===== config.mk =====
export PLATFORM = sky130hd
export DESIGN_NAME = line_scan_acquisition_trigger_ctrl
export DESIGN_NICKNAME = d
export VERILOG_FILES = /design/src/lsat_pkg.sv /design/src/line_scan_acquisition_trigger_ctrl.sv
export SDC_FILE = /design/constraint.sdc
export NUM_CORES = 1
export LEC_CHECK = 0
export ABC_CLOCK_PERIOD_IN_PS = 12400
export BUFFER_PORTS_ARGS = -buffer_cell sky130_fd_sc_hd__buf_4
export CELL_PAD_IN_SITES_DETAIL_PLACEMENT = 0
export CELL_PAD_IN_SITES_GLOBAL_PLACEMENT = 1
export CORE_MARGIN = 2
export CORE_UTILIZATION = 25
export DETAILED_ROUTE_END_ITERATION = 16
export PLACE_DENSITY = 0.48
export SYNTH_ARGS = -nofsm -noshare
export SYNTH_HDL_FRONTEND = slang
export SYNTH_SLANG_ARGS = --single-unit

===== constraint.sdc =====
create_clock -name i_sys_clk -period 12.4 [get_ports i_sys_clk]
set_clock_uncertainty 0.1 [all_clocks]
set_input_delay 0.62 -clock i_sys_clk [delete_from_list [all_inputs] [get_ports i_sys_clk]]
set_output_delay 0.62 -clock i_sys_clk [all_outputs]
set_load 0.05 [all_outputs]

===== src/lsat_pkg.sv =====
package lsat_pkg;
  // Register offsets (byte addresses of 32-bit words)
  localparam logic [7:0] OFS_CMD = 8'h00;
  localparam logic [7:0] OFS_SEL = 8'h04;
  localparam logic [7:0] OFS_MODE = 8'h08;
  localparam logic [7:0] OFS_SRC = 8'h0C;
  localparam logic [7:0] OFS_ACT = 8'h10;
  localparam logic [7:0] OFS_PERIOD = 8'h14;
  localparam logic [7:0] OFS_MINPER = 8'h18;
  localparam logic [7:0] OFS_HEIGHT = 8'h1C;
  localparam logic [7:0] OFS_STATUS = 8'h20;

  // Field positions
  localparam int CMD_ARM_BIT = 0;
  localparam int CMD_DISARM_BIT = 1;
  localparam int ST_ARMED_BIT = 0;
  localparam int ST_GATE_BIT = 1;
  localparam int ST_CNT_LSB = 16;

  localparam int TGT_FRAME = 0;
  localparam int TGT_LINE = 1;

  // Reset values
  localparam logic [31:0] PERIOD_RST = 32'h0000_0FA0;
  localparam logic [31:0] MINPER_RST = 32'h0000_0064;
  localparam logic [15:0] HEIGHT_RST = 16'h0400;

  // Timing
  localparam int CLK_PERIOD_NS = 25;
  localparam int FILT_TIME_US = 1;
  localparam int FILT_CYCLES = (FILT_TIME_US * 1000 + CLK_PERIOD_NS - 1) / CLK_PERIOD_NS;
  localparam int FILT_W = $clog2(FILT_CYCLES + 1);
  localparam logic [FILT_W-1:0] FILT_LAST = FILT_W'(FILT_CYCLES - 1);

  typedef enum logic [2:0] {
    ACT_RISE,
    ACT_FALL,
    ACT_ANY,
    ACT_HIGH,
    ACT_LOW
  } act_t;

  typedef struct packed {
    logic mode_on;
    logic src_b;
    act_t act;
  } trig_cfg_t;

  typedef struct packed {
    logic wr;
    logic rd;
    logic [7:0] addr;
    logic [31:0] wdata;
  } reg_req_t;

  localparam trig_cfg_t CFG_RST = '{mode_on: 1'b0, src_b: 1'b0, act: ACT_RISE};
endpackage : lsat_pkg


===== src/line_scan_acquisition_trigger_ctrl.sv =====
// Function
// - No line capture happens before an arm command has been executed.
// - Disarm ends all capture; capture stays off until a new arm.
// - Only continuous mode; arm stays in force until disarm.
// - Line starts arriving while the frame gate is inactive are discarded.
// - Frame trigger off: gate made internally, opened automatically on arm.
// - Internal gate closes after a full frame, reopens as soon as possible.
// - After disarm the frame gate stays inactive.
// - Frame trigger on: gate taken from external input a or b.
// - Edge frame modes open the gate, which closes after a full frame.
// - Level high: rising edge opens gate, it closes when input goes low.
// - Level low: falling edge opens gate, it closes when input goes high.
// - Line trigger off: internal line starts from arm until disarm.
// - Free-run line starts come at the programmed rate when below maximum.
// - A programmed rate above the maximum is clamped to the maximum.
// - Line trigger on: rising, falling or any edge of chosen input; no level.
// - Each accepted external line edge starts exactly one line capture.
// - Separate mode, source and activation per target, chosen by a selector.
// - External pulses shorter than 1 us are ignored.
// - Lines per frame equal the programmed frame height in internal and edge frame modes.
//
// The placing of the registers and strobed register access were left to the implementer.
`timescale 1ns/100ps
`default_nettype none
module line_scan_acquisition_trigger_ctrl
  import lsat_pkg::*;
(
  input wire logic i_sys_clk,
  input wire logic i_srst,
  input wire reg_req_t i_req,
  output logic [31:0] o_rdata,
  input wire logic i_ext_input_a,
  input wire logic i_ext_input_b,
  output logic o_armed,
  output logic o_frame_gate,
  output logic o_line_start
);

  typedef enum logic [1:0] {
    GATE_OFF,
    GATE_WAIT,
    GATE_OPEN,
    GATE_REST
  } gate_st_t;

  logic [1:0] pin_in;
  logic [1:0] sync1_q, sync2_q, sync3_q;
  logic [1:0] filt_q;
  logic [1:0] filt_prev_q;
  logic [1:0] rise, fall;
  logic armed_q;
  logic sel_q;
  trig_cfg_t cfg_q [2];
  logic [31:0] period_q, minper_q;
  logic [15:0] height_q;
  logic [15:0] line_cnt_q;
  logic [31:0] fr_cnt_q;
  logic [31:0] eff_period;
  logic fr_tick;
  gate_st_t gate_q;
  logic fs_edge, fs_level_end, line_evt, line_go, last_line;
  logic ls_rise, ls_fall, fs_rise, fs_fall, fs_lvl;
  logic arm_cmd, disarm_cmd;

  assign pin_in = {i_ext_input_b, i_ext_input_a};

  // Three-stage synchroniser and 1 us width filter, one per input
  genvar g;
  generate
    for (g = 0; g < 2; g++) begin : g_in
      logic [FILT_W-1:0] cnt_q;
      always_ff @(posedge i_sys_clk) begin
        if (i_srst) begin
          sync1_q[g] <= 1'b0;
          sync2_q[g] <= 1'b0;
          sync3_q[g] <= 1'b0;
        end else begin
          sync1_q[g] <= pin_in[g];
          sync2_q[g] <= sync1_q[g];
          sync3_q[g] <= sync2_q[g];
        end
      end
      // A new level is taken only after it held for the full filter time
      always_ff @(posedge i_sys_clk) begin
        if (i_srst) begin
          cnt_q <= '0;
          filt_q[g] <= 1'b0;
        end else if (sync2_q[g] == sync3_q[g] && sync3_q[g] != filt_q[g]) begin
          if (cnt_q == FILT_LAST) begin
            filt_q[g] <= sync3_q[g];
            cnt_q <= '0;
          end else begin
            cnt_q <= cnt_q + 1'b1;
          end
        end else begin
          cnt_q <= '0;
        end
      end
    end
  endgenerate

  always_ff @(posedge i_sys_clk) begin
    if (i_srst) begin
      filt_prev_q <= '0;
    end else begin
      filt_prev_q <= filt_q;
    end
  end

  assign rise = filt_q & ~filt_prev_q;
  assign fall = ~filt_q & filt_prev_q;

  // Register writes
  assign arm_cmd = i_req.wr && i_req.addr == OFS_CMD && i_req.wdata[CMD_ARM_BIT];
  assign disarm_cmd = i_req.wr && i_req.addr == OFS_CMD && i_req.wdata[CMD_DISARM_BIT];

  // Disarm wins over a simultaneous arm
  always_ff @(posedge i_sys_clk) begin
    if (i_srst) begin
      armed_q <= 1'b0;
    end else if (disarm_cmd) begin
      armed_q <= 1'b0;
    end else if (arm_cmd) begin
      armed_q <= 1'b1;
    end
  end

  always_ff @(posedge i_sys_clk) begin
    if (i_srst) begin
      sel_q <= 1'b0;
      cfg_q[TGT_FRAME] <= CFG_RST;
      cfg_q[TGT_LINE] <= CFG_RST;
      period_q <= PERIOD_RST;
      minper_q <= MINPER_RST;
      height_q <= HEIGHT_RST;
    end else if (i_req.wr) begin
      if (i_req.addr == OFS_SEL) begin
        sel_q <= i_req.wdata[0];
      end else if (i_req.addr == OFS_MODE) begin
        cfg_q[sel_q].mode_on <= i_req.wdata[0];
      end else if (i_req.addr == OFS_SRC) begin
        cfg_q[sel_q].src_b <= i_req.wdata[0];
      end else if (i_req.addr == OFS_ACT) begin
        // Level codes and unknown codes are dropped for line start
        if (i_req.wdata[2:0] <= 3'(ACT_LOW) &&
            (sel_q == 1'(TGT_FRAME) || i_req.wdata[2:0] <= 3'(ACT_ANY))) begin
          cfg_q[sel_q].act <= act_t'(i_req.wdata[2:0]);
        end
      end else if (i_req.addr == OFS_PERIOD) begin
        period_q <= i_req.wdata;
      end else if (i_req.addr == OFS_MINPER) begin
        minper_q <= i_req.wdata;
      end else if (i_req.addr == OFS_HEIGHT) begin
        height_q <= i_req.wdata[15:0];
      end
    end
  end

  // Register reads, data in the following cycle; unmapped reads give zero
  always_ff @(posedge i_sys_clk) begin
    if (i_srst) begin
      o_rdata <= '0;
    end else if (i_req.rd) begin
      if (i_req.addr == OFS_SEL) begin
        o_rdata <= {31'h0, sel_q};
      end else if (i_req.addr == OFS_MODE) begin
        o_rdata <= {31'h0, cfg_q[sel_q].mode_on};
      end else if (i_req.addr == OFS_SRC) begin
        o_rdata <= {31'h0, cfg_q[sel_q].src_b};
      end else if (i_req.addr == OFS_ACT) begin
        o_rdata <= {29'h0, cfg_q[sel_q].act};
      end else if (i_req.addr == OFS_PERIOD) begin
        o_rdata <= period_q;
      end else if (i_req.addr == OFS_MINPER) begin
        o_rdata <= minper_q;
      end else if (i_req.addr == OFS_HEIGHT) begin
        o_rdata <= {16'h0, height_q};
      end else if (i_req.addr == OFS_STATUS) begin
        o_rdata <= '0;
        o_rdata[ST_ARMED_BIT] <= armed_q;
        o_rdata[ST_GATE_BIT] <= (gate_q == GATE_OPEN);
        o_rdata[ST_CNT_LSB +: 16] <= line_cnt_q;
      end else begin
        o_rdata <= '0;
      end
    end else begin
      o_rdata <= '0;
    end
  end

  // Free-run line timer; a period below the minimum is raised to it
  assign eff_period = (period_q < minper_q) ? minper_q : period_q;
  assign fr_tick = armed_q && !cfg_q[TGT_LINE].mode_on &&
                   (fr_cnt_q + 32'h1 >= eff_period);

  always_ff @(posedge i_sys_clk) begin
    if (i_srst || !armed_q || cfg_q[TGT_LINE].mode_on || fr_tick) begin
      fr_cnt_q <= '0;
    end else begin
      fr_cnt_q <= fr_cnt_q + 32'h1;
    end
  end

  // External edges of the selected inputs
  assign ls_rise = rise[cfg_q[TGT_LINE].src_b];
  assign ls_fall = fall[cfg_q[TGT_LINE].src_b];
  assign fs_rise = rise[cfg_q[TGT_FRAME].src_b];
  assign fs_fall = fall[cfg_q[TGT_FRAME].src_b];
  assign fs_lvl = filt_q[cfg_q[TGT_FRAME].src_b];

  always_comb begin
    line_evt = 1'b0;
    if (!cfg_q[TGT_LINE].mode_on) begin
      line_evt = fr_tick;
    end else begin
      case (cfg_q[TGT_LINE].act)
        ACT_RISE: line_evt = ls_rise;
        ACT_FALL: line_evt = ls_fall;
        ACT_ANY: line_evt = ls_rise || ls_fall;
        default: line_evt = 1'b0;
      endcase
    end
  end

  always_comb begin
    fs_edge = 1'b0;
    fs_level_end = 1'b0;
    case (cfg_q[TGT_FRAME].act)
      ACT_RISE: fs_edge = fs_rise;
      ACT_FALL: fs_edge = fs_fall;
      ACT_ANY: fs_edge = fs_rise || fs_fall;
      ACT_HIGH: begin
        fs_edge = fs_rise;
        fs_level_end = !fs_lvl;
      end
      ACT_LOW: begin
        fs_edge = fs_fall;
        fs_level_end = fs_lvl;
      end
      default: fs_edge = 1'b0;
    endcase
  end

  // Line accepted only inside an open gate while armed
  assign line_go = armed_q && gate_q == GATE_OPEN && line_evt;
  assign last_line = ({16'h0, line_cnt_q} + 32'h1 >= {16'h0, height_q});

  // Frame gate sequencer
  always_ff @(posedge i_sys_clk) begin
    if (i_srst || disarm_cmd || !armed_q) begin
      gate_q <= GATE_OFF;
    end else begin
      case (gate_q)
        GATE_OFF: begin
          gate_q <= cfg_q[TGT_FRAME].mode_on ? GATE_WAIT : GATE_OPEN;
        end
        GATE_WAIT: begin
          if (!cfg_q[TGT_FRAME].mode_on) begin
            gate_q <= GATE_OPEN;
          end else if (fs_edge) begin
            gate_q <= GATE_OPEN;
          end
        end
        GATE_OPEN: begin
          if (cfg_q[TGT_FRAME].mode_on && fs_level_end) begin
            gate_q <= GATE_WAIT;
          end else if (line_go && last_line && (!cfg_q[TGT_FRAME].mode_on ||
                       cfg_q[TGT_FRAME].act <= ACT_ANY)) begin
            gate_q <= cfg_q[TGT_FRAME].mode_on ? GATE_WAIT : GATE_REST;
          end
        end
        GATE_REST: begin
          // One idle cycle marks the frame boundary before reopening
          gate_q <= cfg_q[TGT_FRAME].mode_on ? GATE_WAIT : GATE_OPEN;
        end
        default: gate_q <= GATE_OFF;
      endcase
    end
  end

  // Lines in the current frame; level gates may run past the height
  always_ff @(posedge i_sys_clk) begin
    if (i_srst || gate_q != GATE_OPEN) begin
      line_cnt_q <= '0;
    end else if (line_go) begin
      line_cnt_q <= last_line ? '0 : line_cnt_q + 16'h1;
    end
  end

  always_ff @(posedge i_sys_clk) begin
    if (i_srst) begin
      o_line_start <= 1'b0;
    end else begin
      o_line_start <= line_go;
    end
  end

  assign o_armed = armed_q;
  assign o_frame_gate = (gate_q == GATE_OPEN);
endmodule : line_scan_acquisition_trigger_ctrl
`default_nettype wire


After elaboration in Yosys (flattened, before gate mapping)
Memory sizes are Yosys's and may differ from the RTL's. A register that Yosys moved wholly into a read port is not among the register bits. Cells that the tools add are included.

Bits in registers: 187. Bits in writable memories: 10. Input bits: 46. Logic and storage cells: 182. Memories kept: 1.

Add/subtract/negate cells: 5. $lt $le $gt $ge: 8. Eq/ne operators: 26. Muxes and demuxes: 57. Bitwise logic cells: 14. Reduce and logical (&&, ||, !) cells: 48.

Memory list: cfg_q (words 2, width 5, read ports 3, clocked after memory_dff 1, wr ports 2, line line_scan_acquisition_trigger_ctrl.sv:53) `trig_cfg_t cfg_q [2];`.

Operators with widths (count): 32-bit 2-to-1 mux (5); 1-bit 2-to-1 mux (38); 32-bit by 1-bit adder with 32-bit output, second input constant (1); 8-bit by 5-bit equality test with 1-bit output, second input constant (4); 32-bit >= comparator (1); 32-bit < comparator (1); 16-bit by 1-bit adder with 17-bit output, second input constant (1); 17-bit by 16-bit >= comparator with 1-bit output (1); 16-bit by 1-bit adder with 16-bit output, second input constant (1); 8-bit by 4-bit equality test with 1-bit output, second input constant (2); 16-bit 2-to-1 mux (1); 1-bit logical AND (13); 6-bit by 1-bit adder with 6-bit output, second input constant (2); 6-bit equality test, second input constant (2); 2-bit 2-to-1 mux (6); 1-bit logical OR (10); 1-bit NOT (10); 2-bit OR reduction (5); 5-bit OR reduction (2); 3-bit by 2-bit equality test with 1-bit output, second input constant (3); 8-bit by 3-bit equality test with 1-bit output, second input constant (1); 8-bit by 6-bit equality test with 1-bit output, second input constant (1); 8-bit zero test (1); 2-bit AND reduction (4); 27 further kinds (42).

Longest topological paths before layout
Gate-level depths: netlist of the first run.

Depth after elaboration: 13. Depth in mapped cells: 19. Gate-level depth less buffers: 17.

Least setup slack after synthesis of the first run
No wires, ideal clock.

Path type: register to register. From: register minper_q[25]. To: register line_cnt_q[8]. Data arrival time: 4.006 ns. Data required time: 12.230 ns. Path slack: 8.223 ns. Stages on the path, launching flop included: 20. Period minus slack after synthesis: 4.177 ns. Path through: dfxtp_1 > inv_1 > ha_1 > a21o_1 > a21o_1 > a21o_1 > a211oi_1 > o21ai_1 > a211oi_2 > buf_2 > mux2i_1 > ha_1 > nand4_1 > nor4_2 > nand2_1 > a31oi_2 > o211ai_2 > buf_6 > or4_1 > a21oi_1.

Longest elaborated chain between the ends: 6.

Ends and longest elaborated chain: start, declared (line line_scan_acquisition_trigger_ctrl.sv:54) `logic [31:0] period_q, minper_q;`; start signal, assigned (line line_scan_acquisition_trigger_ctrl.sv:152) `minper_q <= i_req.wdata;`; 32-bit < comparator (line line_scan_acquisition_trigger_ctrl.sv:192) `assign eff_period = (period_q < minper_q) ? minper_q : period_q;`; 32-bit 2-to-1 mux * (line line_scan_acquisition_trigger_ctrl.sv:192); 32-bit >= comparator * (line line_scan_acquisition_trigger_ctrl.sv:194) `(fr_cnt_q + 32'h1 >= eff_period);`; 1-bit logical AND * (line line_scan_acquisition_trigger_ctrl.sv:193) `assign fr_tick = armed_q && !cfg_q[TGT_LINE].mode_on &&`; 1-bit 2-to-1 mux * (line line_scan_acquisition_trigger_ctrl.sv:213) `if (!cfg_q[TGT_LINE].mode_on) begin`; 1-bit logical AND * (line line_scan_acquisition_trigger_ctrl.sv:245) `assign line_go = armed_q && gate_q == GATE_OPEN && line_evt;`; end signal, assigned (line line_scan_acquisition_trigger_ctrl.sv:286) `line_cnt_q <= last_line ? '0 : line_cnt_q + 16'h1;`; end, declared (line line_scan_acquisition_trigger_ctrl.sv:56) `logic [15:0] line_cnt_q;`.

Every way passes the cells marked *; elsewhere a longest branch is shown, timed or not. A chain may end at the register's enable or synchronous reset.

Worst setup path after layout of the first run
From: register minper_q[5]. To: register line_cnt_q[7].

Same word-level chain as after synthesis.

==> results of run 1 <==
flip-flops by register name, indices dropped and copies added (netlist names), named ones only:
| signal | flops |
|---|---|
| line_cnt_q | 16 |
| o_rdata | 32 |
| sync2_q | 2 |
| gate_q | 2 |
| sel_q | 1 |
| sync1_q | 2 |
| fr_cnt_q | 32 |
| sync3_q | 2 |
| cfg_q | 10 |
| o_armed | 1 |
| o_line_start | 1 |
| minper_q | 32 |
| period_q | 32 |
| filt_q | 2 |
| g_in.cnt_q | 12 |
| filt_prev_q | 2 |
| height_q | 16 |
layout make-up:
| class | count | area [sq um] | area share, % |
|---|---|---|---|
| timing repair buffer | 91 | 683.2 | 5.613 |
| multi-input combinational | 920 | 5933 | 48.75 |
| sequential | 198 | 4064 | 33.39 |
| clock buffer | 17 | 425.4 | 3.495 |
| inverter | 65 | 244.0 | 2.005 |
| tap | 532 | 665.6 | 5.469 |
| clock inverter | 15 | 155.1 | 1.275 |
cells in the mapped netlist (all sizes together), types with 2 or more instances:
library cell    n
nand3b          4
or3b            5
nor2           92
nand3          44
and3           18
dfxtp         188
or3             6
nor4            9
a21o           11
inv            65
a221oi          5
nand2b          8
and4            4
xnor2          28
mux2i          38
nor3           16
nor2b          41
a31oi           7
edfxtp         10
buf            19
a311oi          2
a222oi         29
o21ai          34
xor2           25
mux2            2
o211ai          9
o31ai           3
clkbuf         39
o2111ai         3
nand2         211
nand4          24
nor3b           4
or4             4
ha             86
a21oi         121
and2            6
a211oi          9
cells in the final DEF, fill, tap and decap left out, types with 4 or more instances in the layout:
cell type  instances
a211oi_1           8
a21o_1            11
a21oi_1          121
a221oi_1           4
a222oi_1          29
a31oi_1            4
and2_1             5
and3_1            18
and4_1             4
buf_4             91
clkbuf_16         17
dfxtp_1          188
edfxtp_1          10
ha_1              86
inv_1             65
inv_8              8
mux2i_1           38
nand2_1          209
nand2b_1           8
nand3_1           43
nand3b_1           4
nand4_1           23
nor2_1            91
nor2b_1           41
nor3_1            11
nor3_2             4
nor3b_1            4
nor4_1             6
o211ai_1           7
o21ai_0           29
o21ai_1            5
or3_1              5
or3b_1             5
or4_1              4
xnor2_1           28
xor2_1            25
final timing paths:
check,start,to,slack (ps),cells past startpoint
worst min register to register,sync1_q[0],sync2_q[0],340,1
worst max-delay path,minper_q[5],line_cnt_q[7],6520,17
worst min-delay path,i_ext_input_b,sync1_q[1],280,2
worst max register to register,minper_q[5],line_cnt_q[7],6520,17
per-stage QoR:
stage / hold WS, ps / utilization (%) / power (mW) / cells / cell area, sq um
floorplan: 313.2 / - / 0.6819 / 1241 / 10460
global placement: 327.0 / 28.19 / 0.7097 / 1806 / 11590
detailed placement: 325.4 / 28.19 / 0.7096 / 1806 / 11590
CTS: 248.4 / 29.60 / 1.283 / 1838 / 12170
global route: 255.0 / 29.60 / 1.309 / 1838 / 12170
finish: 276.6 / 29.60 / 1.261 / 1838 / 12170
kinds of logic (layout without fill, tap and decap cells):
group           count (synthesis)  after routing  synth area share [%]
buf+inv                       123            188                 4.677
fa+ha+maj                      86             86                 10.29
mux                            40             40                 3.852
compound gates                240            240                 14.78
other cells                     1              1               0.03585
flops                         198            198                 38.85
xor+xnor                       53             53                 4.438
simple gates                  500            500                 23.07
where the power goes:
part	switching (mW)	total, mW	internal, mW
combinational	0.0290	0.0471	0.0181
sequential	0.00351	0.646	0.643
clock	0.296	0.567	0.272
layer usage:
| metal | wire, um | up-vias | GRT usage, % |
|---|---|---|---|
| met5 | 0 | - | 0 |
| met4 | 260 | 0 | 3.030 |
| met3 | 1126 | 12 | 2.657 |
| met2 | 15400 | 141 | 25.57 |
| met1 | 17600 | 4138 | 22.95 |
| li1 | - | 4463 | - |
==> reports/results.ini, run 1 <==
[cts]
clock-root-buffer = clkbuf_16
ctsHoldBuffers = 0
path_clk_slew_ps = 80
cts_max_level = 4
clk_latency_ps = 470
cts_buffer_depth = 2
cts_tree = built
cts_setup_buffers = 0
cts_sinks = 198
ctsResizeCount = 0
numCtsBuffers = 17

[sta]
finalSetupViolCount = 0
setup_ws_ps = 6516
tns_ps = 0
period_share_pct = 47.45
fmax_mhz = 170.0
slew_violations = 0
finalHoldViolCount = 0
rsz0062_at_grt = false
tightest_slew_ps = 1315
slew_headroom_pct = 12.03
min_period_ps = 5884

[placed_design]
portBuffers = 80
gp_congestion = 0.7941
hpwl_um = 25100
post-place-ws_ps = 6495

[die]
initial_utilization_pct = 25.44
die_area_sq_mm = 0.04349
std_cell_rows = 74
die_x_um = 208.6
ioPinCount = 81
core_sq_mm = 0.04111
die_h_um = 208.6

[synth]
synth_edf_count = 10
ys_seq_area_share_pct = 38.85
postSynthRegisterBits = 198
syn_nets = 1373
netlist.area_leader.share_pct = 35.98
synth.area.top_cells = dfxtp_1, ha_1, nand2_1
syn_avg_cell_area_sq_um = 8.429
synth_cells = 1241
synthFlopType = dfxtp_1
yosys.area.top_type = dfxtp_1
ys_async_sr_fraction_pct = 0
netlist_area_sq_mm = 0.01046
synth.distinct_cells = 65
yosysWarnings = 0

[route]
drt-initial-drc-count = 639
via_count = 8754
ant_nets = 0
dr.pass1.iters = 7
detail_route.drc_violations = 0
wl_um = 34390
viasPerCell = 4.763
post_drt_wl_per_cell_um = 18.71

[min_path]
hp-class = in -> reg

[worst_setup_path]
cp_slowest_cell = a211oi_4
cp.arrival_ps = 6100
crit_path_start_kind = register
crit_buf_inv = 2
critPathTopFamily = compound AO/OA/AOI/OAI gates
critPathKind = reg -> reg
path_cells = inv_1 > ha_1 > a21o_1 > a211oi_1 > o211ai_1 > a21o_1 > a211oi_4 > buf_4 > mux2_1 > ha_1 > nand2b_1 > a2111o_1 > a311oi_1 > a31oi_2 > o211ai_2 > or3b_1 > a21oi_1
cp.required_ps = 12620
worst-path-max-fanout = 17
worstSetupEndpointType = register
cpPeakStageDelay_ps = 1090

[final_layout]
antenna_cells = 0
fillers = 4430
area_delta_synth_final_pct = 16.35
drive_gt1_share_pct = 11.33
fin_nets = 1425

[outcome]
status = completed

[grt]
grt_first_pass_wirelength_um = 52790
track_usage_pct = 16.07
antenna_found_initial = 0
first_global_vias = 8656
grt_max_degree = 59
grt.overflow.total = 0

[power]
powerDensity_mw_per_mm2 = 103.6
p_leak_nw = 4.478
ir_drop_mv = 0.08882

[flow_run]
drv_cap = 0

Power figures use the tool's default switching activity.
==> run 2: changes to the inputs <==
- ABC_CLOCK_PERIOD_IN_PS: 12400 -> 5700
- clock period: 12.4 -> 5.7 ns (I/O delays scaled with it)
==> reports/results.ini, run 2 (synthesis results as in run 1) <==
[outcome]
status = completed  ; unchanged

[worst_setup_path]
r2r_slack_ps = 450  ; was 6520 ps
critPathCapture = line_cnt_q[5]  ; was line_cnt_q[7]
worst-path-max-fanout = 17  ; unchanged
cp.arrival_ps = 5550  ; was 6100 ps
cp.required_ps = 6000  ; was 12620 ps
crit_path_start_kind = register  ; unchanged
cp_slowest_cell = or4_1  ; was a211oi_4
r2r_cells = 17  ; unchanged
cpPeakStageDelay_ps = 470  ; was 1090 ps
path_cells = inv_1 > ha_1 > a21o_1 > a211oi_1 > o211ai_1 > a21o_1 > a211oi_4 > buf_4 > mux2i_1 > ha_1 > nand4_1 > nor4_2 > nand2_1 > a31oi_2 > o211ai_2 > or4_1 > a21oi_1  ; was inv_1 > ha_1 > a21o_1 > a211oi_1 > o211ai_1 > a21o_1 > a211oi_4 > buf_4 > mux2_1 > ha_1 > nand2b_1 > a2111o_1 > a311oi_1 > a31oi_2 > o211ai_2 > or3b_1 > a21oi_1
timing.rr.end = line_cnt_q[5]  ; was line_cnt_q[7]
startpoint = minper_q[5]  ; unchanged
rr_startpoint = minper_q[5]  ; unchanged
critPathKind = reg -> reg  ; unchanged
worstSetupEndpointType = register  ; unchanged

[min_path]
hp-class = in -> reg  ; unchanged

[cts]
clock-root-buffer = clkbuf_16  ; unchanged
cts_sinks = 198  ; unchanged
cts_setup_buffers = 0  ; unchanged
cts_max_level = 4  ; unchanged
clk_latency_ps = 490  ; was 470 ps
path_clk_slew_ps = 90  ; was 80 ps
cts_tree = built  ; unchanged
numCtsBuffers = 17  ; unchanged
cts_buffer_depth = 2  ; unchanged

[final_layout]
fin_nets = 1463  ; was 1425
fillers = 4443  ; was 4430
ff_latch_area_sq_mm = 0.004064  ; unchanged
layout_commonest_cell = nand2_1  ; unchanged
drive_gt1_share_pct = 11.09  ; was 11.33%
final_cell_mix = nand2_1, dfxtp_1, a21oi_1  ; unchanged
fin_area_sq_mm = 0.01252  ; was 0.01217 sq mm
area_delta_synth_final_pct = 19.68  ; was 16.35%
multiInputGateArea_sq_mm = 0.005933  ; unchanged
antenna_cells = 0  ; unchanged
fin_cells = 1876  ; was 1838

[route]
drt-initial-drc-count = 540  ; was 639
dr.pass1.iters = 8  ; was 7
via_count = 9007  ; was 8754
ant_nets = 0  ; unchanged
wl_um = 35650  ; was 34390 um
viasPerCell = 4.801  ; was 4.763
detail_route.drc_violations = 0  ; unchanged
post_drt_wl_per_cell_um = 19.00  ; was 18.71 um

[die]
die_h_um = 208.6  ; unchanged
std_cell_rows = 74  ; unchanged
ioPinCount = 81  ; unchanged
initial_utilization_pct = 25.44  ; unchanged
core_sq_mm = 0.04111  ; unchanged
die_x_um = 208.6  ; unchanged
die_area_sq_mm = 0.04349  ; unchanged

[flow_run]
drv_cap = 0  ; unchanged

[power]
power_mw = 2.737  ; was 1.261 mW
ir_drop_mv = 0.2025  ; was 0.08882 mV
powerDensity_mw_per_mm2 = 218.6  ; was 103.6 mW/mm^2
p_leak_nw = 4.620  ; was 4.478 nW

[placed_design]
placed_cell_area_sq_mm = 0.01161  ; was 0.01159 sq mm
dp_cells = 1809  ; was 1806
gp_congestion = 0.7780  ; was 0.7941
post-place-ws_ps = 474.8  ; was 6495 ps
portBuffers = 80  ; unchanged
hpwl_um = 25800  ; was 25100 um

[grt]
grt_first_pass_wirelength_um = 55420  ; was 52790 um
grt_max_degree = 54  ; was 59
first_global_vias = 8971  ; was 8656
grt.overflow.total = 0  ; unchanged
track_usage_pct = 17.01  ; was 16.07%
antenna_found_initial = 0  ; unchanged

[sta]
slew_headroom_pct = 39.88  ; was 12.03%
min_period_ps = 5250  ; was 5884 ps
slew_violations = 0  ; unchanged
tns_ps = 0  ; unchanged
tightest_slew_ps = 898.7  ; was 1315 ps
rsz0062_at_grt = false  ; unchanged
setup_ws_ps = 450.2  ; was 6516 ps
period_share_pct = 92.10  ; was 47.45%
finalSetupViolCount = 0  ; unchanged
fmax_mhz = 190.5  ; was 170.0 MHz
finalHoldViolCount = 0  ; unchanged

## run 2: metal layers
layer | vias up | global-route usage, % | routed length (um)
li1 | 4530 | - | -
met1 | 4312 | 23.48 | 17760
met2 | 143 | 27.29 | 16380
met3 | 22 | 3.155 | 1104
met4 | 0 | 4.310 | 407
met5 | - | 0 | 0
## run 2: critical path: cells and delay by family (launching register included)
kind	cells	cell delay, ps
compound gates	8	2120
fa+ha+maj	2	640
buf+inv	2	480
flops	1	370
mux	1	160
simple gates	4	1260
## run 2: power by group
part / switching, mW / internal, mW / total (mW) / leakage (nW)
registers: 0.00737 / 1.40 / 1.41 / 1.61
clock network: 0.623 / 0.586 / 1.21 / 0.269
logic: 0.0668 / 0.0551 / 0.122 / 2.74
## run 2: through the flow
stage | util, % | hold slack, ps
after floorplan | - | 309.0
after global placement | 28.25 | 330.6
after detailed placement | 28.25 | 335.5
after CTS | 30.45 | 83.45
after global routing | 30.45 | 130.8
final | 30.45 | 116.4
## run 2: final cells by class
class                           count  share of cell area, %
Sequential cell                   198                  32.46
Multi-Input combinational cell    920                  47.40
Tap cell                          532                  5.317
Clock inverter                     12                 0.8696
Inverter                           65                  1.949
Timing Repair Buffer              129                  8.436
Clock buffer                       20                  3.568
## run 2: timing repair
item                                   CTS  global route
resized for setup                        0             0
hold buffers                            35             0
endpoints found under the hold margin   84             0
## run 2: worst min path at each step
stage	cells after the start	start	slack, ps	end
after global placement	1	g_in[0].cnt_q[0]	330	g_in[0].cnt_q[0]
after CTS	4	i_req[41]	80	sel_q
after floorplan	2	i_req[10]	310	period_q[10]
after detailed placement	1	sync1_q[0]	340	sync2_q[0]
final	2	i_srst	120	sync1_q[1]
after global routing	4	i_req[41]	130	sel_q
